[src/logic/np_regs_pkg.sv]
// Package for the autonegotiation next-page register bank.
// Assumes a 16-bit management register port with 16-bit word addresses.
package np_regs_pkg;

    localparam int ADDR_WIDTH = 16;
    localparam int DATA_WIDTH = 16;

    // ****************************************
    // Register addresses
    // ****************************************
    localparam logic [15:0] TX_NEXT_PAGE_LOW_ADDR = 16'h0208;
    localparam logic [15:0] TX_NEXT_PAGE_MID_ADDR = 16'h0209;
    localparam logic [15:0] TX_NEXT_PAGE_HIGH_ADDR = 16'h020A;
    localparam logic [15:0] RX_PARTNER_PAGE_LOW_ADDR = 16'h020B;
    localparam logic [15:0] RX_PARTNER_PAGE_MID_ADDR = 16'h020C;
    localparam logic [15:0] RX_PARTNER_PAGE_HIGH_ADDR = 16'h020D;

    // ****************************************
    // Field positions of the low words
    // ****************************************
    localparam int MORE_PAGES_BIT = 15;
    localparam int PAGE_ACK_BIT = 14;
    localparam int PAGE_ENCODING_BIT = 13;
    localparam int COMPLY_ACK_BIT = 12;
    localparam int SYNC_TOGGLE_BIT = 11;
    localparam int CODE_FIELD_MSB = 10;
    localparam int CODE_FIELD_WIDTH = 11;

    // Software may write only these bits of the transmit low word.
    localparam logic [15:0] TX_LOW_WRITE_MASK = 16'hB7FF;

    // ****************************************
    // Reset values and message codes
    // ****************************************
    localparam logic [15:0] TX_NEXT_PAGE_LOW_RESET = 16'h2001;
    localparam logic [15:0] TX_NEXT_PAGE_MID_RESET = 16'h0000;
    localparam logic [15:0] TX_NEXT_PAGE_HIGH_RESET = 16'h0000;
    localparam logic [15:0] RX_PAGE_RESET = 16'h0000;
    localparam logic [10:0] MSG_CODE_NULL = 11'h001;
    localparam logic [10:0] MSG_CODE_OUI_TAGGED = 11'h005;
    localparam logic [10:0] MSG_CODE_DEVICE_ID = 11'h006;

endpackage

[src/logic/np_capture_word.sv]
// One 16-bit holding word that takes a new value on a capture strobe.
// Assumes the capture strobe is synchronous to sys_clk.
`timescale 1ns/1ps
module np_capture_word #(
    parameter int WIDTH = 16
) (
    input wire logic sys_clk,
    input wire logic nrst,
    input wire logic clear,
    input wire logic capture,
    input wire logic [WIDTH-1:0] live_value,
    output logic [WIDTH-1:0] held_value
);
    if (WIDTH < 1) begin : g_bad_width
        $error("np_capture_word: WIDTH must be at least 1");
    end

    always_ff @(posedge sys_clk or negedge nrst) begin
        if (!nrst) begin
            held_value <= '0;
        end else if (clear) begin
            held_value <= '0;
        end else if (capture) begin
            held_value <= live_value;
        end
    end
endmodule

[src/logic/np_regs.sv]
// Autonegotiation next-page register bank: transmit page and received page words.
// Assumes a single-cycle management port on sys_clk and an arbitration engine
// that supplies the partner page and consumes the transmit page.
//
// Decided for this implementation: strobed register access.
`timescale 1ns/1ps

// What this block does
// - Autoneg reset restores transmit low word 0x2001
// - Bit 15 is read/write more-pages request
// - Bit 14 acknowledge is read-only, writes ignored
// - Bit 13 selects encoding, resets to one
// - Bit 12 is read/write comply acknowledge
// - Bit 11 toggle always reads zero
// - Bits 10:0 code field, read/write, reset one
// - Middle word 0x0209 read/write, resets zero
// - High word 0x020A read/write, resets zero
// - Received low word read-only, partner fields
// - Low-word read captures mid and high words
// - Middle word read returns captured value
// - High word captured alike, read-only, resets zero
module np_regs
    import np_regs_pkg::*;
#(
    parameter int DATA_W = 16
) (
    input wire logic sys_clk,
    input wire logic nrst,
    input wire logic an_reset,
    input wire logic [np_regs_pkg::ADDR_WIDTH-1:0] reg_addr,
    input wire logic [np_regs_pkg::DATA_WIDTH-1:0] reg_wdata,
    input wire logic reg_write,
    input wire logic reg_read,
    output logic [np_regs_pkg::DATA_WIDTH-1:0] reg_rdata,
    input wire logic [47:0] rx_partner_page,
    input wire logic tx_page_taken,
    output logic [47:0] tx_page,
    output logic tx_page_ready
);
    import np_regs_pkg::*;

    // A narrower or wider port would split page words across accesses,
    // which the capture and assembly logic below does not handle.
    if (DATA_W != DATA_WIDTH) begin : g_bad_data_width
        $error("np_regs: DATA_W must equal the 16-bit register width");
    end

    // ****************************************
    // Address decode
    // ****************************************
    function automatic logic hit(input logic [15:0] addr, input logic [15:0] target);
        hit = (addr == target);
    endfunction

    logic wr_low;
    logic wr_mid;
    logic wr_high;
    logic rd_rx_low;

    assign wr_low = reg_write && hit(reg_addr, TX_NEXT_PAGE_LOW_ADDR);
    assign wr_mid = reg_write && hit(reg_addr, TX_NEXT_PAGE_MID_ADDR);
    assign wr_high = reg_write && hit(reg_addr, TX_NEXT_PAGE_HIGH_ADDR);
    assign rd_rx_low = reg_read && hit(reg_addr, RX_PARTNER_PAGE_LOW_ADDR);

    // ****************************************
    // Transmit page words
    // ****************************************
    logic [15:0] tx_next_page_low;
    logic [15:0] tx_next_page_mid;
    logic [15:0] tx_next_page_high;

    // Acknowledge and toggle are owned by the arbitration engine, so they are
    // held at zero here and the engine inserts its own values on the wire.
    always_ff @(posedge sys_clk or negedge nrst) begin
        if (!nrst) begin
            tx_next_page_low <= TX_NEXT_PAGE_LOW_RESET;
        end else if (an_reset) begin
            tx_next_page_low <= TX_NEXT_PAGE_LOW_RESET;
        end else if (wr_low) begin
            tx_next_page_low <= reg_wdata & TX_LOW_WRITE_MASK;
        end
    end

    always_ff @(posedge sys_clk or negedge nrst) begin
        if (!nrst) begin
            tx_next_page_mid <= TX_NEXT_PAGE_MID_RESET;
        end else if (an_reset) begin
            tx_next_page_mid <= TX_NEXT_PAGE_MID_RESET;
        end else if (wr_mid) begin
            tx_next_page_mid <= reg_wdata;
        end
    end

    always_ff @(posedge sys_clk or negedge nrst) begin
        if (!nrst) begin
            tx_next_page_high <= TX_NEXT_PAGE_HIGH_RESET;
        end else if (an_reset) begin
            tx_next_page_high <= TX_NEXT_PAGE_HIGH_RESET;
        end else if (wr_high) begin
            tx_next_page_high <= reg_wdata;
        end
    end

    // ****************************************
    // Page hand-off to the arbitration engine
    // ****************************************
    // The page is snapshotted on the low-word write, so later writes to the
    // middle or high word cannot corrupt a page already marked ready.
    always_ff @(posedge sys_clk or negedge nrst) begin
        if (!nrst) begin
            tx_page <= '0;
        end else if (wr_low && !an_reset) begin
            tx_page <= {tx_next_page_high, tx_next_page_mid,
                        reg_wdata & TX_LOW_WRITE_MASK};
        end
    end

    // A new low-word write wins over a take in the same cycle.
    always_ff @(posedge sys_clk or negedge nrst) begin
        if (!nrst) begin
            tx_page_ready <= 1'b0;
        end else if (an_reset) begin
            tx_page_ready <= 1'b0;
        end else if (wr_low) begin
            tx_page_ready <= 1'b1;
        end else if (tx_page_taken) begin
            tx_page_ready <= 1'b0;
        end
    end

    // ****************************************
    // Received page holding words
    // ****************************************
    logic [15:0] rx_partner_page_mid;
    logic [15:0] rx_partner_page_high;

    np_capture_word #(
        .WIDTH(16)
    ) u_hold_mid (
        .sys_clk(sys_clk),
        .nrst(nrst),
        .clear(an_reset),
        .capture(rd_rx_low),
        .live_value(rx_partner_page[31:16]),
        .held_value(rx_partner_page_mid)
    );

    np_capture_word #(
        .WIDTH(16)
    ) u_hold_high (
        .sys_clk(sys_clk),
        .nrst(nrst),
        .clear(an_reset),
        .capture(rd_rx_low),
        .live_value(rx_partner_page[47:32]),
        .held_value(rx_partner_page_high)
    );

    // ****************************************
    // Read data
    // ****************************************
    logic [15:0] next_rdata;

    always_comb begin
        next_rdata = '0;
        case (reg_addr)
            TX_NEXT_PAGE_LOW_ADDR: begin
                next_rdata = tx_next_page_low;
                next_rdata[SYNC_TOGGLE_BIT] = 1'b0;
            end
            TX_NEXT_PAGE_MID_ADDR: begin
                next_rdata = tx_next_page_mid;
            end
            TX_NEXT_PAGE_HIGH_ADDR: begin
                next_rdata = tx_next_page_high;
            end
            RX_PARTNER_PAGE_LOW_ADDR: begin
                next_rdata = rx_partner_page[15:0];
            end
            RX_PARTNER_PAGE_MID_ADDR: begin
                next_rdata = rx_partner_page_mid;
            end
            RX_PARTNER_PAGE_HIGH_ADDR: begin
                next_rdata = rx_partner_page_high;
            end
            default: begin
                next_rdata = '0;
            end
        endcase
    end

    // Read data stands only in the cycle after the read strobe.
    always_ff @(posedge sys_clk or negedge nrst) begin
        if (!nrst) begin
            reg_rdata <= '0;
        end else if (reg_read) begin
            reg_rdata <= next_rdata;
        end else begin
            reg_rdata <= '0;
        end
    end

    // ****************************************
    // Assertions
    // ****************************************
    property p_low_reset;
        @(posedge sys_clk) disable iff (!nrst)
        an_reset |=> (tx_next_page_low == TX_NEXT_PAGE_LOW_RESET);
    endproperty
    a_low_reset: assert property (p_low_reset) else $error("low word not reset");

    property p_ack_readonly;
        @(posedge sys_clk) disable iff (!nrst)
        1'b1 |=> !tx_next_page_low[PAGE_ACK_BIT];
    endproperty
    a_ack_readonly: assert property (p_ack_readonly) else $error("ack bit set");

    property p_toggle_reads_zero;
        @(posedge sys_clk) disable iff (!nrst)
        (reg_read && reg_addr == TX_NEXT_PAGE_LOW_ADDR) |=> !reg_rdata[SYNC_TOGGLE_BIT];
    endproperty
    a_toggle_reads_zero: assert property (p_toggle_reads_zero) else $error("toggle read 1");

    property p_low_write;
        @(posedge sys_clk) disable iff (!nrst)
        (wr_low && !an_reset) |=> tx_next_page_low ==
            ($past(reg_wdata) & TX_LOW_WRITE_MASK);
    endproperty
    a_low_write: assert property (p_low_write) else $error("low word write lost");

    property p_mid_write;
        @(posedge sys_clk) disable iff (!nrst)
        (wr_mid && !an_reset) |=> tx_next_page_mid == $past(reg_wdata);
    endproperty
    a_mid_write: assert property (p_mid_write) else $error("mid word write lost");

    property p_high_write;
        @(posedge sys_clk) disable iff (!nrst)
        (wr_high && !an_reset) |=> tx_next_page_high == $past(reg_wdata);
    endproperty
    a_high_write: assert property (p_high_write) else $error("high word write lost");

    property p_capture;
        @(posedge sys_clk) disable iff (!nrst)
        (rd_rx_low && !an_reset) |=>
            rx_partner_page_mid == $past(rx_partner_page[31:16]) &&
            rx_partner_page_high == $past(rx_partner_page[47:32]);
    endproperty
    a_capture: assert property (p_capture) else $error("partner words not captured");

    property p_mid_held;
        @(posedge sys_clk) disable iff (!nrst)
        (reg_read && reg_addr == RX_PARTNER_PAGE_MID_ADDR) |=>
            reg_rdata == $past(rx_partner_page_mid);
    endproperty
    a_mid_held: assert property (p_mid_held) else $error("mid read not held value");

    property p_ready;
        @(posedge sys_clk) disable iff (!nrst)
        (wr_low && !an_reset) |=> tx_page_ready ##0
            (tx_page[15:0] == tx_next_page_low);
    endproperty
    a_ready: assert property (p_ready) else $error("page not marked ready");

    property p_low_readback;
        @(posedge sys_clk) disable iff (!nrst)
        (reg_read && reg_addr == TX_NEXT_PAGE_LOW_ADDR) |=>
            reg_rdata == $past(tx_next_page_low);
    endproperty
    a_low_readback: assert property (p_low_readback) else $error("low readback wrong");

    property p_mid_reset;
        @(posedge sys_clk) disable iff (!nrst)
        an_reset |=> (tx_next_page_mid == TX_NEXT_PAGE_MID_RESET);
    endproperty
    a_mid_reset: assert property (p_mid_reset) else $error("mid word not reset");

    property p_high_reset;
        @(posedge sys_clk) disable iff (!nrst)
        an_reset |=> (tx_next_page_high == TX_NEXT_PAGE_HIGH_RESET);
    endproperty
    a_high_reset: assert property (p_high_reset) else $error("high word not reset");

    property p_rx_low_live;
        @(posedge sys_clk) disable iff (!nrst)
        rd_rx_low |=> reg_rdata == $past(rx_partner_page[15:0]);
    endproperty
    a_rx_low_live: assert property (p_rx_low_live) else $error("partner low word wrong");

    property p_hold_stable;
        @(posedge sys_clk) disable iff (!nrst)
        (!rd_rx_low && !an_reset) |=>
            $stable(rx_partner_page_mid) && $stable(rx_partner_page_high);
    endproperty
    a_hold_stable: assert property (p_hold_stable) else $error("held words moved");

    property p_high_held;
        @(posedge sys_clk) disable iff (!nrst)
        (reg_read && reg_addr == RX_PARTNER_PAGE_HIGH_ADDR) |=>
            reg_rdata == $past(rx_partner_page_high);
    endproperty
    a_high_held: assert property (p_high_held) else $error("high read not held value");

    property p_hold_clear;
        @(posedge sys_clk) disable iff (!nrst)
        an_reset |=> (rx_partner_page_mid == RX_PAGE_RESET) &&
            (rx_partner_page_high == RX_PAGE_RESET);
    endproperty
    a_hold_clear: assert property (p_hold_clear) else $error("held words not cleared");

    property p_page_assembled;
        @(posedge sys_clk) disable iff (!nrst)
        (wr_low && !an_reset) |=>
            tx_page[47:16] == $past({tx_next_page_high, tx_next_page_mid});
    endproperty
    a_page_assembled: assert property (p_page_assembled) else $error("page words wrong");

    property p_page_stands;
        @(posedge sys_clk) disable iff (!nrst)
        !(wr_low && !an_reset) |=> $stable(tx_page);
    endproperty
    a_page_stands: assert property (p_page_stands) else $error("page changed");

    property p_take_clears;
        @(posedge sys_clk) disable iff (!nrst)
        (tx_page_taken && !wr_low) |=> !tx_page_ready;
    endproperty
    a_take_clears: assert property (p_take_clears) else $error("ready not cleared");

    property p_write_wins;
        @(posedge sys_clk) disable iff (!nrst)
        (wr_low && tx_page_taken && !an_reset) |=> tx_page_ready;
    endproperty
    a_write_wins: assert property (p_write_wins) else $error("new page lost to take");

    // Read data must fall back to zero outside the cycle after a read, so a
    // host that samples late sees zero rather than a stale word.
    property p_rdata_idle;
        @(posedge sys_clk) disable iff (!nrst)
        !reg_read |=> (reg_rdata == '0);
    endproperty
    a_rdata_idle: assert property (p_rdata_idle) else $error("read data not idle");

    c_low_write: cover property (@(posedge sys_clk) disable iff (!nrst) wr_low);
    c_capture: cover property (@(posedge sys_clk) disable iff (!nrst) rd_rx_low);
    c_taken: cover property (@(posedge sys_clk) disable iff (!nrst)
        tx_page_ready && tx_page_taken);
    c_write_wins: cover property (@(posedge sys_clk) disable iff (!nrst)
        wr_low && tx_page_taken);
    c_an_reset_ready: cover property (@(posedge sys_clk) disable iff (!nrst)
        an_reset && tx_page_ready);
endmodule

[config.mk]
export PLATFORM = sky130hd
export DESIGN_NAME = np_regs
export DESIGN_NICKNAME = d
export VERILOG_FILES = /design/src/logic/np_regs_pkg.sv /design/src/logic/np_capture_word.sv /design/src/logic/np_regs.sv
export SDC_FILE = /design/constraint.sdc
export NUM_CORES = 1
export LEC_CHECK = 0
export ABC_AREA = 1
export BUFFER_PORTS_ARGS = -buffer_cell sky130_fd_sc_hd__buf_4
export CAP_MARGIN = 30
export CORE_ASPECT_RATIO = 0.8
export CORE_UTILIZATION = 55
export CTS_BUF_LIST = sky130_fd_sc_hd__clkbuf_2
export DETAILED_ROUTE_END_ITERATION = 6
export PLACE_DENSITY = 0.82
export SLEW_MARGIN = 10
export SYNTH_ARGS = -nofsm -noshare
export SYNTH_HDL_FRONTEND = slang
export SYNTH_HIERARCHICAL = 1
export SYNTH_SLANG_ARGS = --single-unit
[constraint.sdc]
create_clock -name sys_clk -period 2.1 [get_ports sys_clk]
set_clock_uncertainty 0.2 [all_clocks]
set_input_delay 0.21 -clock sys_clk [delete_from_list [all_inputs] [get_ports sys_clk]]
set_output_delay 0.21 -clock sys_clk [all_outputs]
set_load 0.02 [all_outputs]
; Yosys cells after proc, flatten, opt, wreduce, memory -nomap -nowiden
; Index checks and enable logic that the tools add are counted.
; Widths: inputs -> output; s select.
[word_totals]
ff_bits = 143
inputBits = 86
out_inout_bits = 65
word_cells = 40
[op_classes]
n_eq_ne = 6
mux = 15
reduce_logical = 11
[op_table]
columns = cell, n
row1 = $mux 16, 11
row2 = $eq 16x10->1 const B, 6
row3 = $pmux 16 s6, 1
row4 = $reduce_bool 2->1, 4
row5 = $logic_and 1x1->1, 5
row6 = $mux 1, 3
row7 = $reduce_bool 3->1, 1
row8 = $logic_not 1->1, 1

; Longest topological paths before layout
; Gate-level depths: netlist of the first run.
[depth]
depth_word = 4
ltp_mapped = 13
mapped_depth_nobuf = 9

; Modules after synthesis
; Netlist of the first run, hierarchy kept.
[by_module_without_submodules]
columns = module, instances, cells_each, area_each_um2, seq_area_each_um2
row1 = np_regs, 1, 636, 5112.4, 2730.1
row2 = np_capture_word, 2, 70, 648.1, 400.4

; Worst setup path before layout of the first run
; No wires, ideal clock.
[synth_timing]
path_type = input-to-reg
start = input reg_addr[7] (netlist name)
end = register u_hold_high.held_value[10]
setup_ns = 0.065
arrival_time_ns = 1.608
path_slack_ns = 0.227
cell_stages = 10
path_cell_list = nor2_2 -> nand2_4 -> nor2_2 -> buf_2 -> nand2_1 -> nor2_1 -> buf_6 -> buf_2 -> nand3_1 -> nand2_1
[synth_between]
elab_chain_len = 3
[synth_rtl]
columns = element, line_no
row1 = start: declaration, np_regs.sv:30  ; input wire logic [np_regs_pkg::ADDR_WIDTH-1:0] reg_addr,
row2 = $eq 16x10->1, np_regs.sv:52  ; hit = (addr == target);
row3 = $logic_and 1x1->1, np_regs.sv:63  ; assign rd_rx_low = reg_read && hit(reg_addr, RX_PARTNER_PAGE_LOW_ADDR);
row4 = named net rd_rx_low, np_regs.sv:58  ; logic rd_rx_low;
row5 = $reduce_bool 2->1 (no line), n/a
row6 = end signal: assignment, np_capture_word.sv:24  ; held_value <= live_value;
row7 = end: declaration, np_capture_word.sv:12  ; output logic [WIDTH-1:0] held_value
; The timed path passes the listed nets, and every way through them passes these cells.
; A chain may end at the register's enable or synchronous reset.

; Worst setup path after layout of the first run
[layout_timing]
start = input an_reset
end = register u_hold_high.held_value[6]
[layout_between]
elab_chain_len = 1
elab_cells_between_ends = 2
classes_between = mux: 1 / reduce/logical: 1
[layout_rtl]
columns = element, line_no
row1 = start: declaration, np_regs.sv:29  ; input wire logic an_reset,
row2 = $mux 16 / $reduce_bool 2->1 (equally long branches), n/a
; Several ways; a longest one is shown, not always the timed one.

==> impl_results.md, run 1 <==
- Status: finished with violations
- Failing checks: design-rule violations, negative setup slack
- Int Power: 3.39 mW
- Fin util: 88.6%
- Dpl cells: 1047
- Synth async-reset ratio: 100%
- GR Overflow Total: 0
- Place WS: 168 ps
- Syn Std Cell Area: 0.00641 mm²
- Vias in the first global route: 7291
- CTS sink count: 141
- Clock Power Share: 32.3%
- Net Sw Power: 1.32 mW
- Worst min path class: in -> reg
- Worst-path fanout max: 16
- Die area: 0.0121 mm²
- Placement row count: 34
- Die width: 123 µm
- RSZ-0062 raised after global routing: true
- Yosys warns: 6
- Synth Register Bits: 141
- Finish-stage setup viols: 10
- Maximum vdd ir drop: 0.000460 V
- Final cell count without fillers: 1265
- Die height: 98.6 µm
- Total Wirelength: 26900 µm
- Top cells by area, synth: dfrtp_1, nand2_1, nand3_1, inv_1, nor2_1
- Register area share after synthesis: 55.1%
- Clock Path Buffers: 2
- Total CTS buffers: 17
- Gate power share: 9.9%
- Top_reg_cell synth: dfrtp_1
- Synth-to-Final Area Change: 53.6%
- CTS clk-pin slew, worst paths: 240 ps
- Clock latency on the worst-skew pair: 720 ps
- Hold Fails Final Rpt: 0
- Hold Slack: 39.3 ps
- R2r startpoint: tx_next_page_mid[11]
- Yosys top cell area share: 54.3%
- RePlAce Congestion: 0.911
- Unique masters post-synth: 25
- EDFF count, synth: 0
- Startpoint Class: input port
- Fin crit period: 2200 ps
- HP Start: reg_addr[2]
- Port Buffers: 148
- CP startpoint: an_reset
- DRC Markers: 6
- H-tree depth: 4
- Leakage power: 5.09 nW
- Fill cells: 506
- Upper clock frequency limit: 454 MHz
- Starting Density: 57.7%
- Pins Over Slew Limit: 0
- Vias/cell: 5.99
- Initial antenna violation count: 2
- Setup CP Type: in -> reg
- Post-synth top area cell: dfrtp_1
- CTS tree: done
- Post-Synthesis Cells: 776
- Sequential share of power: 57.8%
- Relative slew slack: 51.4%
- I/O pins: 151
- CP required: 2580 ps
- Antenna Nets Post-Route: 0
- Worst-Margin Slew: 729 ps
- Period utilisation layout: 105%
- Drt pass-1 iters: 7
- Pin count of the biggest net entering global routing: 64
- Vias: 7578
- Nets@finish: 1192
- PnR worst setup slack: -104 ps
- First-pass GRT wire length: 39200 µm
- Routed len/inst: 21.2 µm
- 1st-iter DRT viols: 989
- Sw Ratio: 28.1%
- Tot GR Track Use: 44.4%
- CP arrival: 2680 ps
- Detailed placement HPWL: 14600 µm
- Pwr/cell area: 478 mW/mm²
- Critical path capture point type: flip-flop
- Share of cells above drive strength 1: 22.5%
- Synthesized area per cell: 8.26 µm²
- CTS root buffer: clkbuf_2
- Max Cap Viol: 0
- Core Region: 0.0111 mm²
==> cell usage in the layout, fill, tap and decap left out, types with 4 or more instances in the layout <==
cell / netlist / layout
inv_1: 41 / 41
dfrtp_1: 139 / 139
o21ai_0: 28 / 28
a21oi_1: 14 / 14
clkbuf_2: 0 / 19
o21ai_1: 19 / 19
nand2_2: 1 / 4
buf_4: 4 / 178
nand2_1: 253 / 250
buf_12: 0 / 9
nor2_1: 39 / 36
dlygate4sd3_1: 0 / 164
clkinvlp_4: 0 / 4
nand3_1: 169 / 169
nor2_4: 8 / 13
==> metrics by stage <==
step	total power [mW]	area, µm²	setup TNS [ps]
6_report	4.71	9840	-353
4_1_cts	4.63	9610	0
2_1_floorplan	2.85	6410	0
3_5_place_dp	3.08	7700	0
5_1_grt	4.84	9840	-333
3_3_place_gp	3.08	7700	0
==> per-layer routing <==
| layer | vias up | global-route usage [%] | share of wire [%] |
|---|---|---|---|
| met5 | - | 0 | 0.20 |
| met4 | 2 | 26.5 | 6.9 |
| met3 | 195 | 17.2 | 14 |
| met2 | 699 | 63.1 | 44 |
| met1 | 3519 | 57.5 | 35 |
| li1 | 3163 | - | - |
==> repair_timing <==
item | 4_1_cts | 5_1_grt
setup endpoints to repair | 0 | 60
hold buffers | 169 | 0
resized for setup | 0 | 17
setup buffers | 0 | 16
hold endpoints to repair | 274 | 0
==> critical path: stages <==
cell,delay [ps]
dlygate4sd3_1,550
buf_6,190
inv_2,270
nand3_1,170
dlygate4sd3_1,600
nand2_1,90
dlygate4sd3_1,590
==> path summary, 6_finish.rpt <==
| kind | to | slack (ps) | cells after the start |
|---|---|---|---|
| min in group asynchronous | u_hold_mid/held_value[5] | 310 | 3 |
| min reg2reg | tx_page[4] | 300 | 2 |
| max in group asynchronous | u_hold_high/held_value[4] | 690 | 4 |
| max | u_hold_high/held_value[6] | -100 | 7 |
| min | reg_rdata[2] | 40 | 9 |
| max reg2reg | reg_rdata[11] | 200 | 5 |
==> cell type report <==
cell class | count | area (µm²) | area share, %
Antenna cell | 2 | 5.00 | 0.0509
Clock buffer | 19 | 95.1 | 0.966
Clock inverter | 13 | 118 | 1.20
Inverter | 45 | 169 | 1.72
Multi-Input combinational cell | 543 | 2470 | 25.1
Sequential cell | 141 | 3530 | 35.9
Tap cell | 144 | 180 | 1.83
Timing Repair Buffer | 358 | 3270 | 33.2
==> logic make-up (layout without fill, tap and decap cells) <==
group                  count (synthesis)  count (layout)  share of synthesized area (%)
AOI/OAI and AO/OA                     63              63                           5.02
other                                  1               4                         0.0585
buffers and inverters                 93             435                           6.99
and+or+nand+nor                      478             478                           32.8
DFF                                  141             141                           55.1
==> registers in the layout (all words and copies together), names as in the netlist <==
name                    cells
u_hold_mid/held_value      16
tx_next_page_mid           16
reg_rdata                  16
u_hold_high/held_value     16
tx_page_ready               1
tx_next_page_low           14
tx_next_page_high          16
tx_page                    46
==> power groups by stage <==
stage | clock (mW) | combinational (mW) | sequential (mW)
floorplan | 0 | 0.0791 | 2.77
global placement | 0 | 0.311 | 2.77
detailed placement | 0 | 0.318 | 2.77
CTS | 1.48 | 0.426 | 2.72
global route | 1.63 | 0.491 | 2.72
finish | 1.52 | 0.465 | 2.72
==> cells in the mapped netlist, types with 2 or more instances <==
cell type and count:
nand2_1 253, clkbuf_1 10, nor2_2 5, o21ai_1 19, buf_2 25, o21ai_0 28, buf_4 4, dfrtp_1 139
nor2_4 8, dfstp_2 2, inv_1 41, nor2_1 39, inv_2 3, a21oi_1 14, buf_6 7, nand3_1 169
buf_1 2
Note: power is estimated with default switching activity, not from simulation.
==> run 2: changes to the inputs <==
CAP_MARGIN = unset   (was 30)
SYNTH_HIERARCHICAL = unset   (was 1)
==> run 2 against run 1 <==
Against the previous run:
- critical path depth rose by 6
- routed wire length fell by 26%
- combinational power fell by 11%
- the flow now finishes without violations
- largest cell class unchanged
- critical path type unchanged
==> impl_results.md, run 2 <==
- Status: finished, final reports clean
- CP startpoint: reg_addr[15]
- Ant diodes: 0 (-2)
- Max reg flops: 46 (unchanged)
- Worst min path class: in -> reg
- Critical path capture point type: flip-flop
- R2r startpoint: tx_next_page_low[13]
- Maximum vdd ir drop: 0.000480 V (+4.3%)
- Detailed placement HPWL: 11800 µm (-19%)
- CTS root buffer: clkbuf_2
- Synth Register Bits: 141 (unchanged)
- Hold Fails Final Rpt: 0 (unchanged)
- Pin count of the biggest net entering global routing: 50 (-22%)
- CP required: 2600 ps (+20 ps)
- Worst hold path depth: 9 (unchanged)
- Hold Path End: reg_rdata[3]
- Die area: 0.0121 mm² (-0.27%)
- HP Start: reg_addr[2]
- Clock Path Buffers: 2 (unchanged)
- Port Buffers: 148 (unchanged)
- RePlAce Congestion: 0.845 (-7.2%)
- Final cell count without fillers: 1208 (-4.5%)
- Unique masters post-synth: 22 (-12%)
- Reg2reg setup slack: 280 ps (+80 ps)
- Yosys top cell area share: 54.4% (+0.15 points)
- Nets@finish: 1137 (-4.6%)
- Most frequent cell after synthesis: nand2_1
- Drt pass-1 iters: 7 (unchanged)
- Starting Density: 57.6% (-0.16 points)
- I/O pins: 151 (unchanged)
- CTS clk-pin slew, worst paths: 230 ps (about the same)
- Fin area: 0.00925 mm² (-6.0%)
- Initial antenna violation count: 0 (-2)
- Yosys warns: 0 (-6)
- Synth-to-Final Area Change: 44.7%
- Top cells by count, synth: nand2_1, dfrtp_1, inv_1, nand3_1, o21ai_0
- Worst-path fanout max: 45 (+29)
- DRC Markers: 0 (-6)
- Reg2reg end: reg_rdata[13]
- Setup Total Neg Slack: 0 ps (+353 ps)
- Worst path cell trace: buf_4, nor2_1, nand2_1, nor2_4, buf_12, nand2_2, nand2_1, nor2_1, nand2_1, nand2_1, dlygate4sd3_1, nor2_1, dlygate4sd3_1
- Leakage power: 4.62 nW (-9.1%)
- Pins Over Slew Limit: 0 (unchanged)
- Total Wirelength: 20000 µm (-26%)
- CP dominant cell by count: nand2_1
- Top_reg_cell synth: dfrtp_1
- Clock latency on the worst-skew pair: 730 ps (about the same)
- Register area share after synthesis: 55.2% (+0.15 points)
- Period utilisation layout: 96.7% (-8.3 points)
- Share of cells above drive strength 1: 22.9% (+0.41 points)
- Placement row count: 34 (unchanged)
- CTS tree: done
- Max Cap Viol: 0 (unchanged)
- Synth async-reset ratio: 100% (unchanged)
- Post-CTS setup buffer count: 0 (unchanged)
- Slowest CP cell: dlygate4sd3_1
- Synthesized area per cell: 8.24 µm² (-0.27%)
- Core Region: 0.0111 mm² (unchanged)
- Post-Synthesis Cells: 776 (unchanged)
- Vias: 6642 (-12%)
- Post-DP Area: 0.00770 mm² (unchanged)
- Antenna Nets Post-Route: 0 (unchanged)
- Most frequent cells in the layout: nand2_1, buf_4, dfrtp_1
- Power Total: 5.16 mW (+9.6%)
- Fin util: 83.3% (-5.3 points)
- H-tree depth: 4 (unchanged)
- Relative slew slack: 59.2% (+7.8 points)
- Tot GR Track Use: 34.7% (-9.7 points)
- Family with the most delay on the worst path: buffers and inverters
- Vias/cell: 5.50 (-8.2%)
- EDFF count, synth: 0 (unchanged)
- Finish-stage setup viols: 0 (-10)
- Setup CP Type: in -> reg
- Routed len/inst: 16.5 µm (-22%)
- Startpoint Class: input port
- CP arrival: 2530 ps (-150 ps)
- Commonest non-fill, non-tap cell in the layout: nand2_1
- Post-synth top area cell: dfrtp_1
- Syn Std Cell Area: 0.00639 mm² (-0.27%)
- Die width: 123 µm (-0.13%)
- Fin crit period: 2030 ps (-174 ps)
- Worst-Margin Slew: 610 ps (-119 ps)
- Total CTS buffers: 17 (unchanged)
- CP bufs+invs: 4 (-1)
- Pwr/cell area: 558 mW/mm² (+17%)
- Reg2reg path depth: 5 (unchanged)
- GR Overflow Total: 0 (unchanged)
- Upper clock frequency limit: 492 MHz (+8.6%)
- First-pass GRT wire length: 31600 µm (-20%)
- Die height: 98.4 µm (-0.14%)
- 1st-iter DRT viols: 723 (-27%)
- CP peak stage delay: 560 ps (-40 ps)
- CTS sink count: 141 (unchanged)
- Dpl cells: 1055 (+0.76%)
- Largest Register: tx_page
- Top cells by area, synth: dfrtp_1, nand2_1, nand3_1, inv_1, o21ai_0
- Vias in the first global route: 6543 (-10%)
- RSZ-0062 raised after global routing: false
[run 2: changes by cell type in the layout (fill, tap and decap cells not counted), sizes merged, moves of 2 or more]
cell	previous run	this run
buf	191	174
inv	47	86
o21ai	48	96
diode	2	0
clkinvlp	4	1
clkbuf	21	19
dlygate4sd3	164	121
bufinv	1	6
nand2	255	249
nor2	52	66
nand3	170	81
[run 2: cells by family (layout without fill, tap and decap cells)]
kind of cell / Yosys count / count (layout) / share of synthesized area (%)
AOI/OAI and AO/OA: 110 / 110 / 9.38
and+or+nand+nor: 397 / 397 / 26.5
DFF: 141 / 141 / 55.2
other: 1 / 2 / 0.0587
buffers and inverters: 127 / 414 / 8.77
[run 2: power breakdown]
group | leakage [nW] | internal, mW | switching [mW]
combinational | 2.47 | 0.219 | 0.196
clock | 0.185 | 1.02 | 1.00
sequential | 1.96 | 2.72 | 0.0000503
[run 2: per-stage QoR]
stage | hold slack [ps] | setup WS, ps
after floorplan | -286 | 563
after global placement | -22.0 | 249
after detailed placement | -21.2 | 205
after CTS | 15.9 | 70.9
after global routing | 11.2 | 10.6
final | 18.5 | 69.4
[run 2: cell type report]
cell class / count / area, µm²
sequential: 141 / 3530
timing repair buffer: 295 / 2580
multi-input combinational: 509 / 2310
fill: 685 / 1850
inverter: 87 / 327
clock inverter: 13 / 220
tap: 144 / 180
clock buffer: 19 / 95.1
[run 2: per-layer routing]
layer,vias up,global-route usage [%],part of all wire (%)
li1,2983,-,-
met1,3150,43.4,38
met2,425,57.3,50
met3,84,8.74,8.6
met4,0,14.5,3.7
met5,-,0,0
[run 2: worst register-to-register path: stages, from the launching register on]
cell,delay [ps]
dfstp_2,570
inv_1,40
o21ai_0,140
inv_1,60
a21oi_1,170
dlygate4sd3_1,590
[run 2: how the worst max path moves through the flow]
stage	endpoint	cells after the start
3_3_place_gp	tx_page[38]	10
5_1_grt	reg_rdata[2]	11
4_1_cts	reg_rdata[14]	13
3_5_place_dp	tx_page[44]	10
6_report	reg_rdata[14]	13
2_1_floorplan	tx_page[30]	9
[run 2: what timing repair did]
item                       in CTS  in global routing
hold buffers                  121                  0
hold endpoints to repair      256                  0
resized for setup               0                  5
setup endpoints to repair       0                  1
